$ cat src/hw/tsc_pkg.sv
package tsc_pkg;

  //////////////////////////////////////////////////////////////////////////////
  // bus geometry: register index = printed offset, byte address = 4 * index
  localparam int          ADDR_W       = 16;
  localparam int          IDX_W        = 14;
  localparam logic [13:0] IDX_STATUS   = 14'h0420;
  localparam logic [13:0] IDX_CONFIG   = 14'h0422;
  localparam logic [13:0] IDX_S1_NSL   = 14'h0424;
  localparam logic [13:0] IDX_S1_NSH   = 14'h0426;
  localparam logic [13:0] IDX_S1_SL    = 14'h0428;
  localparam logic [13:0] IDX_S1_SH    = 14'h042A;
  localparam logic [13:0] IDX_S1_SUB   = 14'h042C;
  localparam logic [13:0] IDX_CTRL     = 14'h042E;
  localparam logic [13:0] IDX_S2_NSL   = 14'h0434;
  localparam logic [13:0] IDX_S2_NSH   = 14'h0436;
  localparam logic [13:0] IDX_S2_SL    = 14'h0438;
  localparam logic [13:0] IDX_S2_SH    = 14'h043A;
  localparam logic [13:0] IDX_S2_SUB   = 14'h043C;

  //////////////////////////////////////////////////////////////////////////////
  // field positions and reset values
  localparam int          STAT_OVF_BIT = 0;
  localparam int          STAT_CNT_LSB = 1;
  localparam int          NSH_EDGE_BIT = 14;
  localparam int          CTRL_EN_BIT  = 0;
  localparam int          CTRL_RST_BIT = 1;
  localparam logic [11:0] CFG_RESET    = 12'h000;
  localparam logic [3:0]  PIN_SEL_MAX  = 4'hB;
  localparam logic [3:0]  UNIT_SEL_MAX = 4'hB;
  localparam logic [3:0]  CNT_MAX      = 4'hF;
  localparam logic [3:0]  CASC_MAX     = 4'h2;
  localparam logic [2:0]  SUB_MAX      = 3'h4;

  // time base figures, informational: one tick of the time of day
  localparam int          NS_PER_TICK  = 40;
  localparam int          SUB_SLOT_NS  = 8;

  //////////////////////////////////////////////////////////////////////////////
  // carriers
  typedef struct packed {
    logic [31:0] sec;
    logic [29:0] ns;
    logic [2:0]  sub;
  } tsc_time_t;

  typedef struct packed {
    logic      rising;
    tsc_time_t t;
  } tsc_sample_t;

  // packed order matches config word bits 11..0
  typedef struct packed {
    logic [3:0] pin_sel;
    logic       rise_en;
    logic       fall_en;
    logic       tail;
    logic [3:0] up_sel;
    logic       casc_en;
  } tsc_cfg_t;

endpackage : tsc_pkg

$ cat src/hw/tsc_capture_unit.sv
// Operation
// RULE1 - pin select field picks one of twelve pins
// RULE2 - rising edge enable gates rising events
// RULE3 - falling edge enable gates falling events
// RULE4 - tail bit marks final unit of chain
// RULE5 - upstream select chooses done input source
// RULE6 - cascade enable bit joins the chain
// RULE7 - report first event nanoseconds low word
// RULE8 - nanoseconds high word, bit 15 zero
// RULE9 - high word bit 14 gives edge polarity
// RULE10 - report first event seconds low word
// RULE11 - report first event seconds high word
// RULE12 - sub-cycle slot code zero to four
// RULE13 - second event kept in second word set
// RULE14 - count saturates at fifteen, tail sets overflow
// RULE15 - detect edges up to 25 MHz rate
// RULE16 - latch time and edge into free slot
`timescale 1ns/100ps
module tsc_capture_unit #(
  parameter logic [3:0] UNIT_INDEX = 4'h0,
  parameter int         PIN_COUNT  = 12
) (
  input  wire logic                     pclk,
  input  wire logic                     presetn,
  input  wire logic                     psel,
  input  wire logic                     penable,
  input  wire logic                     pwrite,
  input  wire logic [tsc_pkg::ADDR_W-1:0] paddr,
  input  wire logic [31:0]              pwdata,
  output logic      [31:0]              prdata,
  output logic                          pready,
  output logic                          pslverr,
  input  wire logic [PIN_COUNT-1:0]     gpio_in,
  input  wire tsc_pkg::tsc_time_t       tod,
  input  wire logic [11:0]              casc_done_in,
  output logic                          casc_done_out
);

  //////////////////////////////////////////////////////////////////////////////
  // helpers

  // one 16-bit view of a sample set; w is the word number 0..4
  function automatic logic [15:0] sample_word(input tsc_pkg::tsc_sample_t s,
                                              input logic [2:0] w);
    logic [15:0] r;
    r = 16'h0000;
    unique case (w)
      3'h0: r = s.t.ns[15:0];                                   // [RULE7]
      3'h1: r = {1'b0, s.rising, s.t.ns[29:16]};                // [RULE8] [RULE9]
      3'h2: r = s.t.sec[15:0];                                  // [RULE10]
      3'h3: r = s.t.sec[31:16];                                 // [RULE11]
      3'h4: r = {13'h0000, s.t.sub};                            // [RULE12]
      default: r = 16'h0000;
    endcase
    return r;
  endfunction : sample_word

  // level of the selected pin; codes past the last pin select nothing
  function automatic logic pin_level(input logic [PIN_COUNT-1:0] pins,
                                     input logic [3:0] sel);
    logic r;
    r = 1'b0;
    if (sel <= tsc_pkg::PIN_SEL_MAX && 32'(sel) < PIN_COUNT) begin
      r = pins[sel];
    end
    return r;
  endfunction : pin_level

  //////////////////////////////////////////////////////////////////////////////
  // apb decode
  logic [13:0]          idx;
  logic                 setup_ph;
  logic                 wr_acc;
  logic                 wr_cfg;
  logic                 wr_ctrl;
  logic                 sw_rst;
  logic                 clr_cnt;
  logic                 clr_ovf;

  assign idx      = paddr[15:2];
  assign setup_ph = psel && !penable;
  assign wr_acc   = psel && penable && pwrite && (paddr[1:0] == 2'b00);
  assign wr_cfg   = wr_acc && (idx == tsc_pkg::IDX_CONFIG);
  assign wr_ctrl  = wr_acc && (idx == tsc_pkg::IDX_CTRL);
  assign sw_rst   = wr_ctrl && pwdata[tsc_pkg::CTRL_RST_BIT];
  // writing enable high restarts counting, writing it low drops overflow
  assign clr_cnt  = wr_ctrl && pwdata[tsc_pkg::CTRL_EN_BIT];
  assign clr_ovf  = wr_ctrl && !pwdata[tsc_pkg::CTRL_EN_BIT];
  // every register answers at once; no wait states
  assign pready   = 1'b1;

  //////////////////////////////////////////////////////////////////////////////
  // configuration and enable
  tsc_pkg::tsc_cfg_t    cfg_q;
  logic                 en_q;

  always_ff @(posedge pclk or negedge presetn) begin
    if (!presetn) begin
      cfg_q <= tsc_pkg::CFG_RESET;
    end else if (sw_rst) begin
      cfg_q <= tsc_pkg::CFG_RESET;
    end else if (wr_cfg) begin
      cfg_q <= pwdata[11:0];                                    // [RULE1] [RULE4] [RULE5] [RULE6]
    end
  end

  // unit enable, cleared by the software reset
  always_ff @(posedge pclk or negedge presetn) begin
    if (!presetn) begin
      en_q <= 1'b0;
    end else if (sw_rst) begin
      en_q <= 1'b0;
    end else if (wr_ctrl) begin
      en_q <= pwdata[tsc_pkg::CTRL_EN_BIT];
    end
  end

  //////////////////////////////////////////////////////////////////////////////
  // edge detection on the selected pin
  logic                 pin_now;
  logic                 pin_prev_q;
  logic                 rise_ev;
  logic                 fall_ev;

  assign pin_now = pin_level(gpio_in, cfg_q.pin_sel);           // [RULE1]

  // a pin change of select can look like one edge; re-arm after it
  always_ff @(posedge pclk or negedge presetn) begin
    if (!presetn) begin
      pin_prev_q <= 1'b0;
    end else begin
      pin_prev_q <= pin_now;
    end
  end

  // pclk is ten times the 25 MHz event rate, so every edge is seen
  assign rise_ev = pin_now && !pin_prev_q && cfg_q.rise_en;     // [RULE2] [RULE15]
  assign fall_ev = !pin_now && pin_prev_q && cfg_q.fall_en;     // [RULE3] [RULE15]

  //////////////////////////////////////////////////////////////////////////////
  // cascade arming
  logic                 is_head;
  logic                 up_done;
  logic                 armed;
  logic                 non_tail;
  logic [3:0]           cnt_q;
  logic                 done_q;
  logic                 hit;
  logic [3:0]           cnt_base;
  logic [3:0]           cnt_d;

  // a head unit names itself as upstream and needs no done input
  assign is_head  = cfg_q.up_sel == UNIT_INDEX;                 // [RULE5]
  assign up_done  = (cfg_q.up_sel <= tsc_pkg::UNIT_SEL_MAX) && casc_done_in[cfg_q.up_sel];
  assign armed    = en_q && (!cfg_q.casc_en || is_head || up_done); // [RULE6]
  assign non_tail = cfg_q.casc_en && !cfg_q.tail;               // [RULE4]
  assign hit      = (rise_ev || fall_ev) && armed && !done_q;

  //////////////////////////////////////////////////////////////////////////////
  // event count; an event in the clearing cycle still counts
  always_comb begin
    cnt_base = clr_cnt ? 4'h0 : cnt_q;
    cnt_d    = cnt_base;
    if (hit && cnt_base != tsc_pkg::CNT_MAX) begin
      cnt_d = cnt_base + 4'h1;                                  // [RULE14]
    end
  end

  always_ff @(posedge pclk or negedge presetn) begin
    if (!presetn) begin
      cnt_q <= 4'h0;
    end else if (sw_rst) begin
      cnt_q <= 4'h0;
    end else begin
      cnt_q <= cnt_d;
    end
  end

  // done toward downstream once a non-tail unit holds its two samples
  always_ff @(posedge pclk or negedge presetn) begin
    if (!presetn) begin
      done_q <= 1'b0;
    end else if (sw_rst) begin
      done_q <= 1'b0;
    end else begin
      done_q <= non_tail && (cnt_d >= tsc_pkg::CASC_MAX);       // [RULE4] [RULE6]
    end
  end

  assign casc_done_out = done_q;

  //////////////////////////////////////////////////////////////////////////////
  // overflow flag; the set wins over a clear in the same cycle
  logic                 ovf_q;

  always_ff @(posedge pclk or negedge presetn) begin
    if (!presetn) begin
      ovf_q <= 1'b0;
    end else if (sw_rst) begin
      ovf_q <= 1'b0;
    end else if (hit && cnt_base == tsc_pkg::CNT_MAX && !non_tail) begin
      ovf_q <= 1'b1;                                            // [RULE14]
    end else if (clr_ovf) begin
      ovf_q <= 1'b0;
    end
  end

  //////////////////////////////////////////////////////////////////////////////
  // sample slots; sub-cycle codes above four are stored as four
  tsc_pkg::tsc_sample_t smp1_q;
  tsc_pkg::tsc_sample_t smp2_q;
  tsc_pkg::tsc_sample_t smp_now;

  always_comb begin
    smp_now.rising = rise_ev;                                   // [RULE9]
    smp_now.t      = tod;                                       // [RULE16]
    if (tod.sub > tsc_pkg::SUB_MAX) begin
      smp_now.t.sub = tsc_pkg::SUB_MAX;                         // [RULE12]
    end
  end

  always_ff @(posedge pclk or negedge presetn) begin
    if (!presetn) begin
      smp1_q <= '0;
    end else if (sw_rst) begin
      smp1_q <= '0;
    end else if (hit && cnt_base == 4'h0) begin
      smp1_q <= smp_now;                                        // [RULE16]
    end
  end

  always_ff @(posedge pclk or negedge presetn) begin
    if (!presetn) begin
      smp2_q <= '0;
    end else if (sw_rst) begin
      smp2_q <= '0;
    end else if (hit && cnt_base == 4'h1) begin
      smp2_q <= smp_now;                                        // [RULE13] [RULE16]
    end
  end

  //////////////////////////////////////////////////////////////////////////////
  // read mux, registered in the setup cycle so prdata comes from flops
  logic [15:0]          rd_word;
  logic                 rd_hit;

  always_comb begin
    rd_word = 16'h0000;
    rd_hit  = paddr[1:0] == 2'b00;
    unique case (idx)
      tsc_pkg::IDX_STATUS: rd_word = {11'h000, cnt_q, ovf_q};  // [RULE14]
      tsc_pkg::IDX_CONFIG: rd_word = {4'h0, cfg_q};
      tsc_pkg::IDX_CTRL:   rd_word = {15'h0000, en_q};
      tsc_pkg::IDX_S1_NSL: rd_word = sample_word(smp1_q, 3'h0); // [RULE7]
      tsc_pkg::IDX_S1_NSH: rd_word = sample_word(smp1_q, 3'h1); // [RULE8]
      tsc_pkg::IDX_S1_SL:  rd_word = sample_word(smp1_q, 3'h2); // [RULE10]
      tsc_pkg::IDX_S1_SH:  rd_word = sample_word(smp1_q, 3'h3); // [RULE11]
      tsc_pkg::IDX_S1_SUB: rd_word = sample_word(smp1_q, 3'h4); // [RULE12]
      tsc_pkg::IDX_S2_NSL: rd_word = sample_word(smp2_q, 3'h0); // [RULE13]
      tsc_pkg::IDX_S2_NSH: rd_word = sample_word(smp2_q, 3'h1);
      tsc_pkg::IDX_S2_SL:  rd_word = sample_word(smp2_q, 3'h2);
      tsc_pkg::IDX_S2_SH:  rd_word = sample_word(smp2_q, 3'h3);
      tsc_pkg::IDX_S2_SUB: rd_word = sample_word(smp2_q, 3'h4);
      default:             rd_hit  = 1'b0;
    endcase
  end

  always_ff @(posedge pclk or negedge presetn) begin
    if (!presetn) begin
      prdata  <= 32'h0000_0000;
      pslverr <= 1'b0;
    end else if (setup_ph) begin
      prdata  <= (rd_hit && !pwrite) ? {16'h0000, rd_word} : 32'h0000_0000;
      pslverr <= !rd_hit;
    end
  end
endmodule : tsc_capture_unit

$ cat config.mk
export PLATFORM = sky130hd
export DESIGN_NAME = tsc_capture_unit
export DESIGN_NICKNAME = d
export VERILOG_FILES = /design/src/hw/tsc_pkg.sv /design/src/hw/tsc_capture_unit.sv
export SDC_FILE = /design/constraint.sdc
export NUM_CORES = 1
export LEC_CHECK = 0
export ABC_AREA = 1
export BUFFER_PORTS_ARGS = -buffer_cell sky130_fd_sc_hd__buf_2
export CORE_MARGIN = 10
export CORE_UTILIZATION = 54
export DETAILED_ROUTE_END_ITERATION = 8
export GPL_TIMING_DRIVEN = 0
export PLACE_DENSITY = 0.87
export REMOVE_ABC_BUFFERS = 1
export SLEW_MARGIN = 0
export SYNTH_ARGS = -nofsm -noshare
export SYNTH_HDL_FRONTEND = slang
export SYNTH_SLANG_ARGS = --single-unit
$ cat constraint.sdc
create_clock -name pclk -period 3.7 [get_ports pclk]
set_input_delay 0.555 -clock pclk [delete_from_list [all_inputs] [get_ports pclk]]
set_output_delay 0.555 -clock pclk [all_outputs]
set_load 0.02 [all_outputs]
## Yosys cells after proc, flatten, opt, wreduce, memory -nomap -nowiden

Cells that the tools add are included.

- $add $sub $neg: 1
- $lt $le $gt $ge: 7
- Eq/ne operators: 16
- Muxes and demuxes: 24
- Reduce and logical (&&, ||, !) cells: 48

Operators with widths:

| operator | number |
|---|---|
| $mux 66 | 4 |
| $pmux 16 s13 | 1 |
| $eq 14x11->1 const B | 13 |
| $logic_and 1x1->1 | 26 |
| $mux 12 | 2 |
| $mux 16 | 1 |
| $reduce_or 13->1 | 1 |
| $mux 4 | 3 |
| $logic_not 1->1 | 10 |
| $lt 4x5->1 const B | 2 |
| $mux 1 | 10 |
| $bmux 1 s4 | 2 |
| $le 4x4->1 const B | 2 |
| $logic_not 4->1 | 2 |
| $reduce_bool 2->1 | 4 |
| $add 4x1->4 const B | 1 |
| $eq 4x1->1 const B | 1 |
| $eq 4x4->1 const B | 1 |
| $ge 4x2->1 const B | 1 |
| $lt 4x4->1 const B | 1 |
| $ne 4x4->1 const B | 1 |
| $gt 3x3->1 const B | 1 |
| $logic_or 1x1->1 | 3 |
| $mux 3 | 1 |
| other kinds (2) | 2 |

- Bits in registers: 185
- Bits of input ports: 142

## Depth between registers and ports, before layout

- Word-level depth: 14
- Mapped depth: 16
- Gate-level depth less buffers: 14

## Worst setup path before layout

Ideal clock, no wire load.

- Kind: input to register
- Start point: input paddr[1] (netlist bit)
- End point: register done_q (netlist: casc_done_out)
- Arrival: 2098 ps
- Data required time: 3577 ps
- Slack: 1479 ps
- Stages on the path: 12
- Buffers on the path: 0
- Cell sequence: or2_1 > nor2_4 > nand4_4 > nand2_1 > inv_1 > ha_1 > nand4_1 > nand3_1 > nand2_1 > inv_1 > nor2_1 > a21oi_1

- Longest elaborated chain between the ends: 11
- Elaborated cells on any way between the ends: 13
- Classes of those cells: 1 x add/sub; 1 x order compare; 1 x eq/ne; 3 x mux; 7 x reduce/logical

RTL lines:

| item | line | RTL |
|---|---|---|
| start, declared | tsc_capture_unit.sv:28 | `input wire logic [tsc_pkg::ADDR_W-1:0] paddr,` |
| $logic_not 2->1 (*) | tsc_capture_unit.sv:82 | `assign wr_acc = psel && penable && pwrite && (paddr[1:0] == 2'b00);` |
| $logic_and 1x1->1 (*) | tsc_capture_unit.sv:82 |  |
| $logic_and 1x1->1 (*) | tsc_capture_unit.sv:84 | `assign wr_ctrl = wr_acc && (idx == tsc_pkg::IDX_CTRL);` |
| parallel branches: the longest is 7 deep, another holds $add 4x1->4 | -- |  |
| $mux 1 (*) | tsc_capture_unit.sv:183 | `end else if (sw_rst) begin` |
| end signal, assigned | tsc_capture_unit.sv:186 | `done_q <= non_tail && (cnt_d >= tsc_pkg::CASC_MAX);` |
| end, declared | tsc_capture_unit.sv:147 | `logic done_q;` |

Every way passes the cells marked *.
A chain may end at the register's enable or synchronous reset.

## Worst setup path after layout

- Start point: register cfg_q[9] (netlist bit)
- End point: register smp1_q[4] (netlist bit)

- Longest elaborated chain between the ends: 11
- Elaborated cells on any way between the ends: 16
- Classes of those cells: 2 x order compare; 3 x mux; 11 x reduce/logical

RTL lines:

| item | line | RTL |
|---|---|---|
| start, declared | tsc_capture_unit.sv:94 | `tsc_pkg::tsc_cfg_t cfg_q;` |
| start signal, assigned | tsc_capture_unit.sv:99 | `cfg_q <= tsc_pkg::CFG_RESET;` |
| start signal, assigned | tsc_capture_unit.sv:101 | `cfg_q <= tsc_pkg::CFG_RESET;` |
| start signal, assigned | tsc_capture_unit.sv:103 | `cfg_q <= pwdata[11:0];` |
| $bmux 1 s4 (tied with other cells) | tsc_capture_unit.sv:64 | `r = pins[sel];` |
| $mux 1 (implied by the code) / $logic_and 1x1->1 (equally long branches) | tsc_capture_unit.sv:64, tsc_capture_unit.sv:63 |  |
| $mux 1 (*) | tsc_capture_unit.sv:63 | `if (sel <= tsc_pkg::PIN_SEL_MAX && 32'(sel) < PIN_COUNT) begin` |
| $logic_not 1->1 | tsc_capture_unit.sv:138 | `assign fall_ev = !pin_now && pin_prev_q && cfg_q.fall_en;` |
| $logic_and 1x1->1 (2 in a row) | tsc_capture_unit.sv:138 |  |
| $logic_or 1x1->1 (*) | tsc_capture_unit.sv:157 | `assign hit = (rise_ev \|\| fall_ev) && armed && !done_q;` |
| $logic_and 1x1->1 (*) (2 in a row) | tsc_capture_unit.sv:157 |  |
| $logic_and 1x1->1 (*) | tsc_capture_unit.sv:227 | `end else if (hit && cnt_base == 4'h0) begin` |
| $reduce_bool 2->1 (no line) (*) | -- |  |
| end signal, assigned | tsc_capture_unit.sv:228 | `smp1_q <= smp_now;` |
| end, declared | tsc_capture_unit.sv:210 | `tsc_pkg::tsc_sample_t smp1_q;` |

Mark *: on every way between the ends. The rest lies on a longest branch, timed or not. The select of a mux whose other input is x is not followed.

==> impl_summary.log <==
[metrics] status: complete, no violations
[metrics] vias in the first global route: 7,675
[metrics] share of the core filled with cells: 0.640
[metrics] Die X-Extent: 145 µm
[metrics] antenna violations before repair: 0
[metrics] mapped cell area: approximately 8500 µm²
[metrics] power density over the cells: 392 nW/µm²
[metrics] post-CTS setup buffer count: 0
[metrics] clock latency on the worst-skew pair: ~0.44 ns
[metrics] slowest stage cell on the critical path: sky130_fd_sc_hd__nand2_2
[metrics] leakage power total: roughly 5.3 nW
[metrics] RSZ-0062 raised after global routing: false
[metrics] Syn. warnings: 0
[metrics] Finish-stage setup viols: 0
[metrics] n_diodes: 0
[metrics] most used cells in the layout excluding fill and tap cells: sky130_fd_sc_hd__nand2_1 (317), sky130_fd_sc_hd__dfrtp_1 (169), sky130_fd_sc_hd__buf_2 (137), sky130_fd_sc_hd__inv_1 (100), sky130_fd_sc_hd__nand3_1 (67)
[metrics] Starting DRT DRC Count: 1,090
[metrics] global-route wire length before repair: 39.2 mm
[metrics] kind of cell with the highest combined delay on the critical path: simple AND/OR/NAND/NOR gates
[metrics] Fmax achieved: 297 MHz
[metrics] half-perimeter wire length after detailed placement: around 16 mm
[metrics] CP required: 3.93 ns
[metrics] critical path cell sequence: inv_1 > nand3_1 > nand2_1 > nand2_1 > nand3_1 > nand3_1 > nand2_2 > and2_4 > nand3_4 > nand2_2 > o22ai_1
[metrics] type of the tightest min-delay check: in2async
[metrics] global route overflow: 0
[metrics] commonest non-fill, non-tap cell in the layout: sky130_fd_sc_hd__nand2_1
[metrics] synthesized netlist cell count: approximately 1,000
[metrics] combined global-route utilization of all metal layers: 0.229
[metrics] worst setup slack after placement: around 0.072 ns
[metrics] DRC violation count after routing: 0
[metrics] worst setup path class: reg2reg
[metrics] number of port buffers: roughly 140
[metrics] detailed-route via count: 7,682
[metrics] clk slew on worst S/H paths: 0.07 ns
[metrics] main area contributors after synthesis: sky130_fd_sc_hd__dfrtp_1 (50%), sky130_fd_sc_hd__nand2_1 (14%), sky130_fd_sc_hd__inv_1 (4.4%), sky130_fd_sc_hd__o22ai_1 (4.1%), sky130_fd_sc_hd__nand3_1 (4.0%)
[metrics] Antenna Nets Post-Route: 0
[metrics] final number of max-transition violations: 0
[metrics] per-instance average area after synthesis: a little over 8 µm²
[metrics] post-synthesis async set-or-reset flop share: 1.00
[metrics] filler-free cell count of the finished design: about 1,400
[metrics] vias per cell: 5.61
[metrics] top-area cell type share of the netlist area: 0.500
[metrics] endpoint kind of the worst setup timing path: flip-flop
[metrics] routability cong.: ~0.89
[metrics] ratio of final minimum period to clock period: 0.911
[metrics] number of synthesized register bits: 169
[metrics] number of optimization iterations in the first detailed-route pass: 5
[metrics] peak per-stage delay on the critical path: 1.11 ns
[metrics] count of different cell masters after synthesis: 40
[metrics] starting density of the core: 0.554
[metrics] start of the worst register-to-register path: cfg_q[9]$_DFFE_PN0P_
[metrics] worst path bufs/invs: 1
[metrics] clock buffer count from CTS: 17
[metrics] primary flip-flop cell chosen by synthesis mapping: sky130_fd_sc_hd__dfrtp_1
[metrics] Critical Path Fanout Max: 49
[metrics] routed len/inst: 18.1 µm
[metrics] instance count after placement with tap cells included: around 1,300
[metrics] worst slew pin tran: 1.27 ns
[metrics] share of synthesized area occupied by flip-flops and latches: 0.500
[metrics] Worst EP arrival: 3.61 ns
[metrics] peak supply drop: between 0.3 and 0.4 mV
[metrics] headroom to the max-slew limit: 0.150
[metrics] CP dominant cell by count: sky130_fd_sc_hd__nand3_1
[metrics] row cnt: 45
[metrics] worst setup margin: 0.328 ns
[metrics] pin count of the biggest net entering global routing: 101
[metrics] number of enable flip-flop cells after synthesis: 0
[metrics] hold buffers post-CTS: 0
[metrics] I/O pin count: 177
[metrics] wirelength, routed: 24.8 mm
[metrics] setup TNS after final layout: 0 ns
[metrics] DIE AREA: 21,100 µm²
[metrics] overall die height: 145 µm
[metrics] Root Buffer Master: sky130_fd_sc_hd__clkbuf_16
[metrics] area of the core: approximately 15,000 µm²
[metrics] Worst R2R Setup Slack: 0.33 ns
[metrics] clock tree from TritonCTS: done
[metrics] type of origin of the critical path: flip-flop
[metrics] area added between synthesis and finish: 15.5%
[metrics] H-tree lvl count: 4
[metrics] fraction of layout cells with a size suffix above 1: 0.189
[metrics] Resized cells post-CTS: 0
[metrics] Bufs on Longest Clock Path: 2
[metrics] net count reported at finish: 1,291
[metrics] Fin. Hold Viols: 0
[metrics] reported max-cap violation count: 0
[metrics] clock period minus worst slack: 3.37 ns
[metrics] Clock Skews: roughly 0.012 ns
[metrics] largest area contributor in the synthesized netlist: sky130_fd_sc_hd__dfrtp_1
[metrics] worst setup path startpoint: cfg_q[9]$_DFFE_PN0P_
[metrics] number of clock sinks: around 170
[metrics] hold_ws: 0.0508 ns
## routing by layer
metal,GRT usage,share of wire,vias up
li1,-,-,3598
met1,0.280,0.40,3604
met2,0.370,0.47,405
met3,0.0705,0.094,75
met4,0.0925,0.030,0
met5,0,0,-
## cell usage after synthesis, types with 4 or more instances
library cell               count
sky130_fd_sc_hd__buf_2         6
sky130_fd_sc_hd__inv_2         6
sky130_fd_sc_hd__o21ai_2      15
sky130_fd_sc_hd__buf_6        18
sky130_fd_sc_hd__nor3_1        4
sky130_fd_sc_hd__o21ai_1      55
sky130_fd_sc_hd__nand3_1      67
sky130_fd_sc_hd__o21ai_0      55
sky130_fd_sc_hd__a21oi_1      23
sky130_fd_sc_hd__o22ai_2      10
sky130_fd_sc_hd__nand2_1     317
sky130_fd_sc_hd__nand4_1      21
sky130_fd_sc_hd__o22ai_1      56
sky130_fd_sc_hd__nor2_1       33
sky130_fd_sc_hd__dfrtp_1     169
sky130_fd_sc_hd__clkbuf_1     22
sky130_fd_sc_hd__buf_4        18
sky130_fd_sc_hd__nand3b_1      4
sky130_fd_sc_hd__inv_1       100
## cells by family after synthesis
family / after synthesis / synth area share
AND/OR/NAND/NOR: 462 / 0.233
XOR/XNOR: 1 / 0.00104
adder cells (fa/ha/maj): 3 / 0.00444
buffers and inverters: 174 / 0.102
flip-flops: 169 / 0.500
other: 2 / 0.000888
AO/OA/AOI/OAI: 222 / 0.158
## through the flow
step                instance area (µm²)  power [mW]
floorplan                          8050        1.95
global placement                   9000        2.06
detailed placement                 9180        2.07
CTS                                9760        3.83
global route                       9760        3.93
finish                             9760        3.83
## area by class of cell
class                           instances  area [µm²]
Fill cell                            1292        5500
Sequential cell                       169        4230
Multi-Input combinational cell        705        3440
Timing Repair Buffer                  146         851
Clock buffer                           23         458
Inverter                              107         404
Tap cell                              211         264
Clock inverter                          8         121
## worst paths after layout
| path | to | cells after the start |
|---|---|---|
| max | smp1_q[4]$_DFFE_PN0P_ | 11 |
| min | prdata[7]$_DFFE_PN0P_ | 1 |
| max reg2reg | smp1_q[4]$_DFFE_PN0P_ | 11 |
| min reg2reg | prdata[8]$_DFFE_PN0P_ | 2 |
| max in group asynchronous | smp1_q[33]$_DFFE_PN0P_ | 2 |
| min in group pclk | cfg_q[8]$_DFFE_PN0P_ | 3 |
## power by group
part,switching [mW],internal (mW),leakage (nW)
Sequential,0.0000799,1.85,2.03
Combinational,0.123,0.0666,2.95
Clock,0.715,1.07,0.281
Total,0.837,2.99,5.26
## sequential cells by signal, indices dropped and copies added (netlist names), 4 cells and up
name and count:
cfg_q 12, cnt_q 4, prdata 16, smp1_q 66, smp2_q 66
No activity file was read; power rests on OpenSTA's default activity.
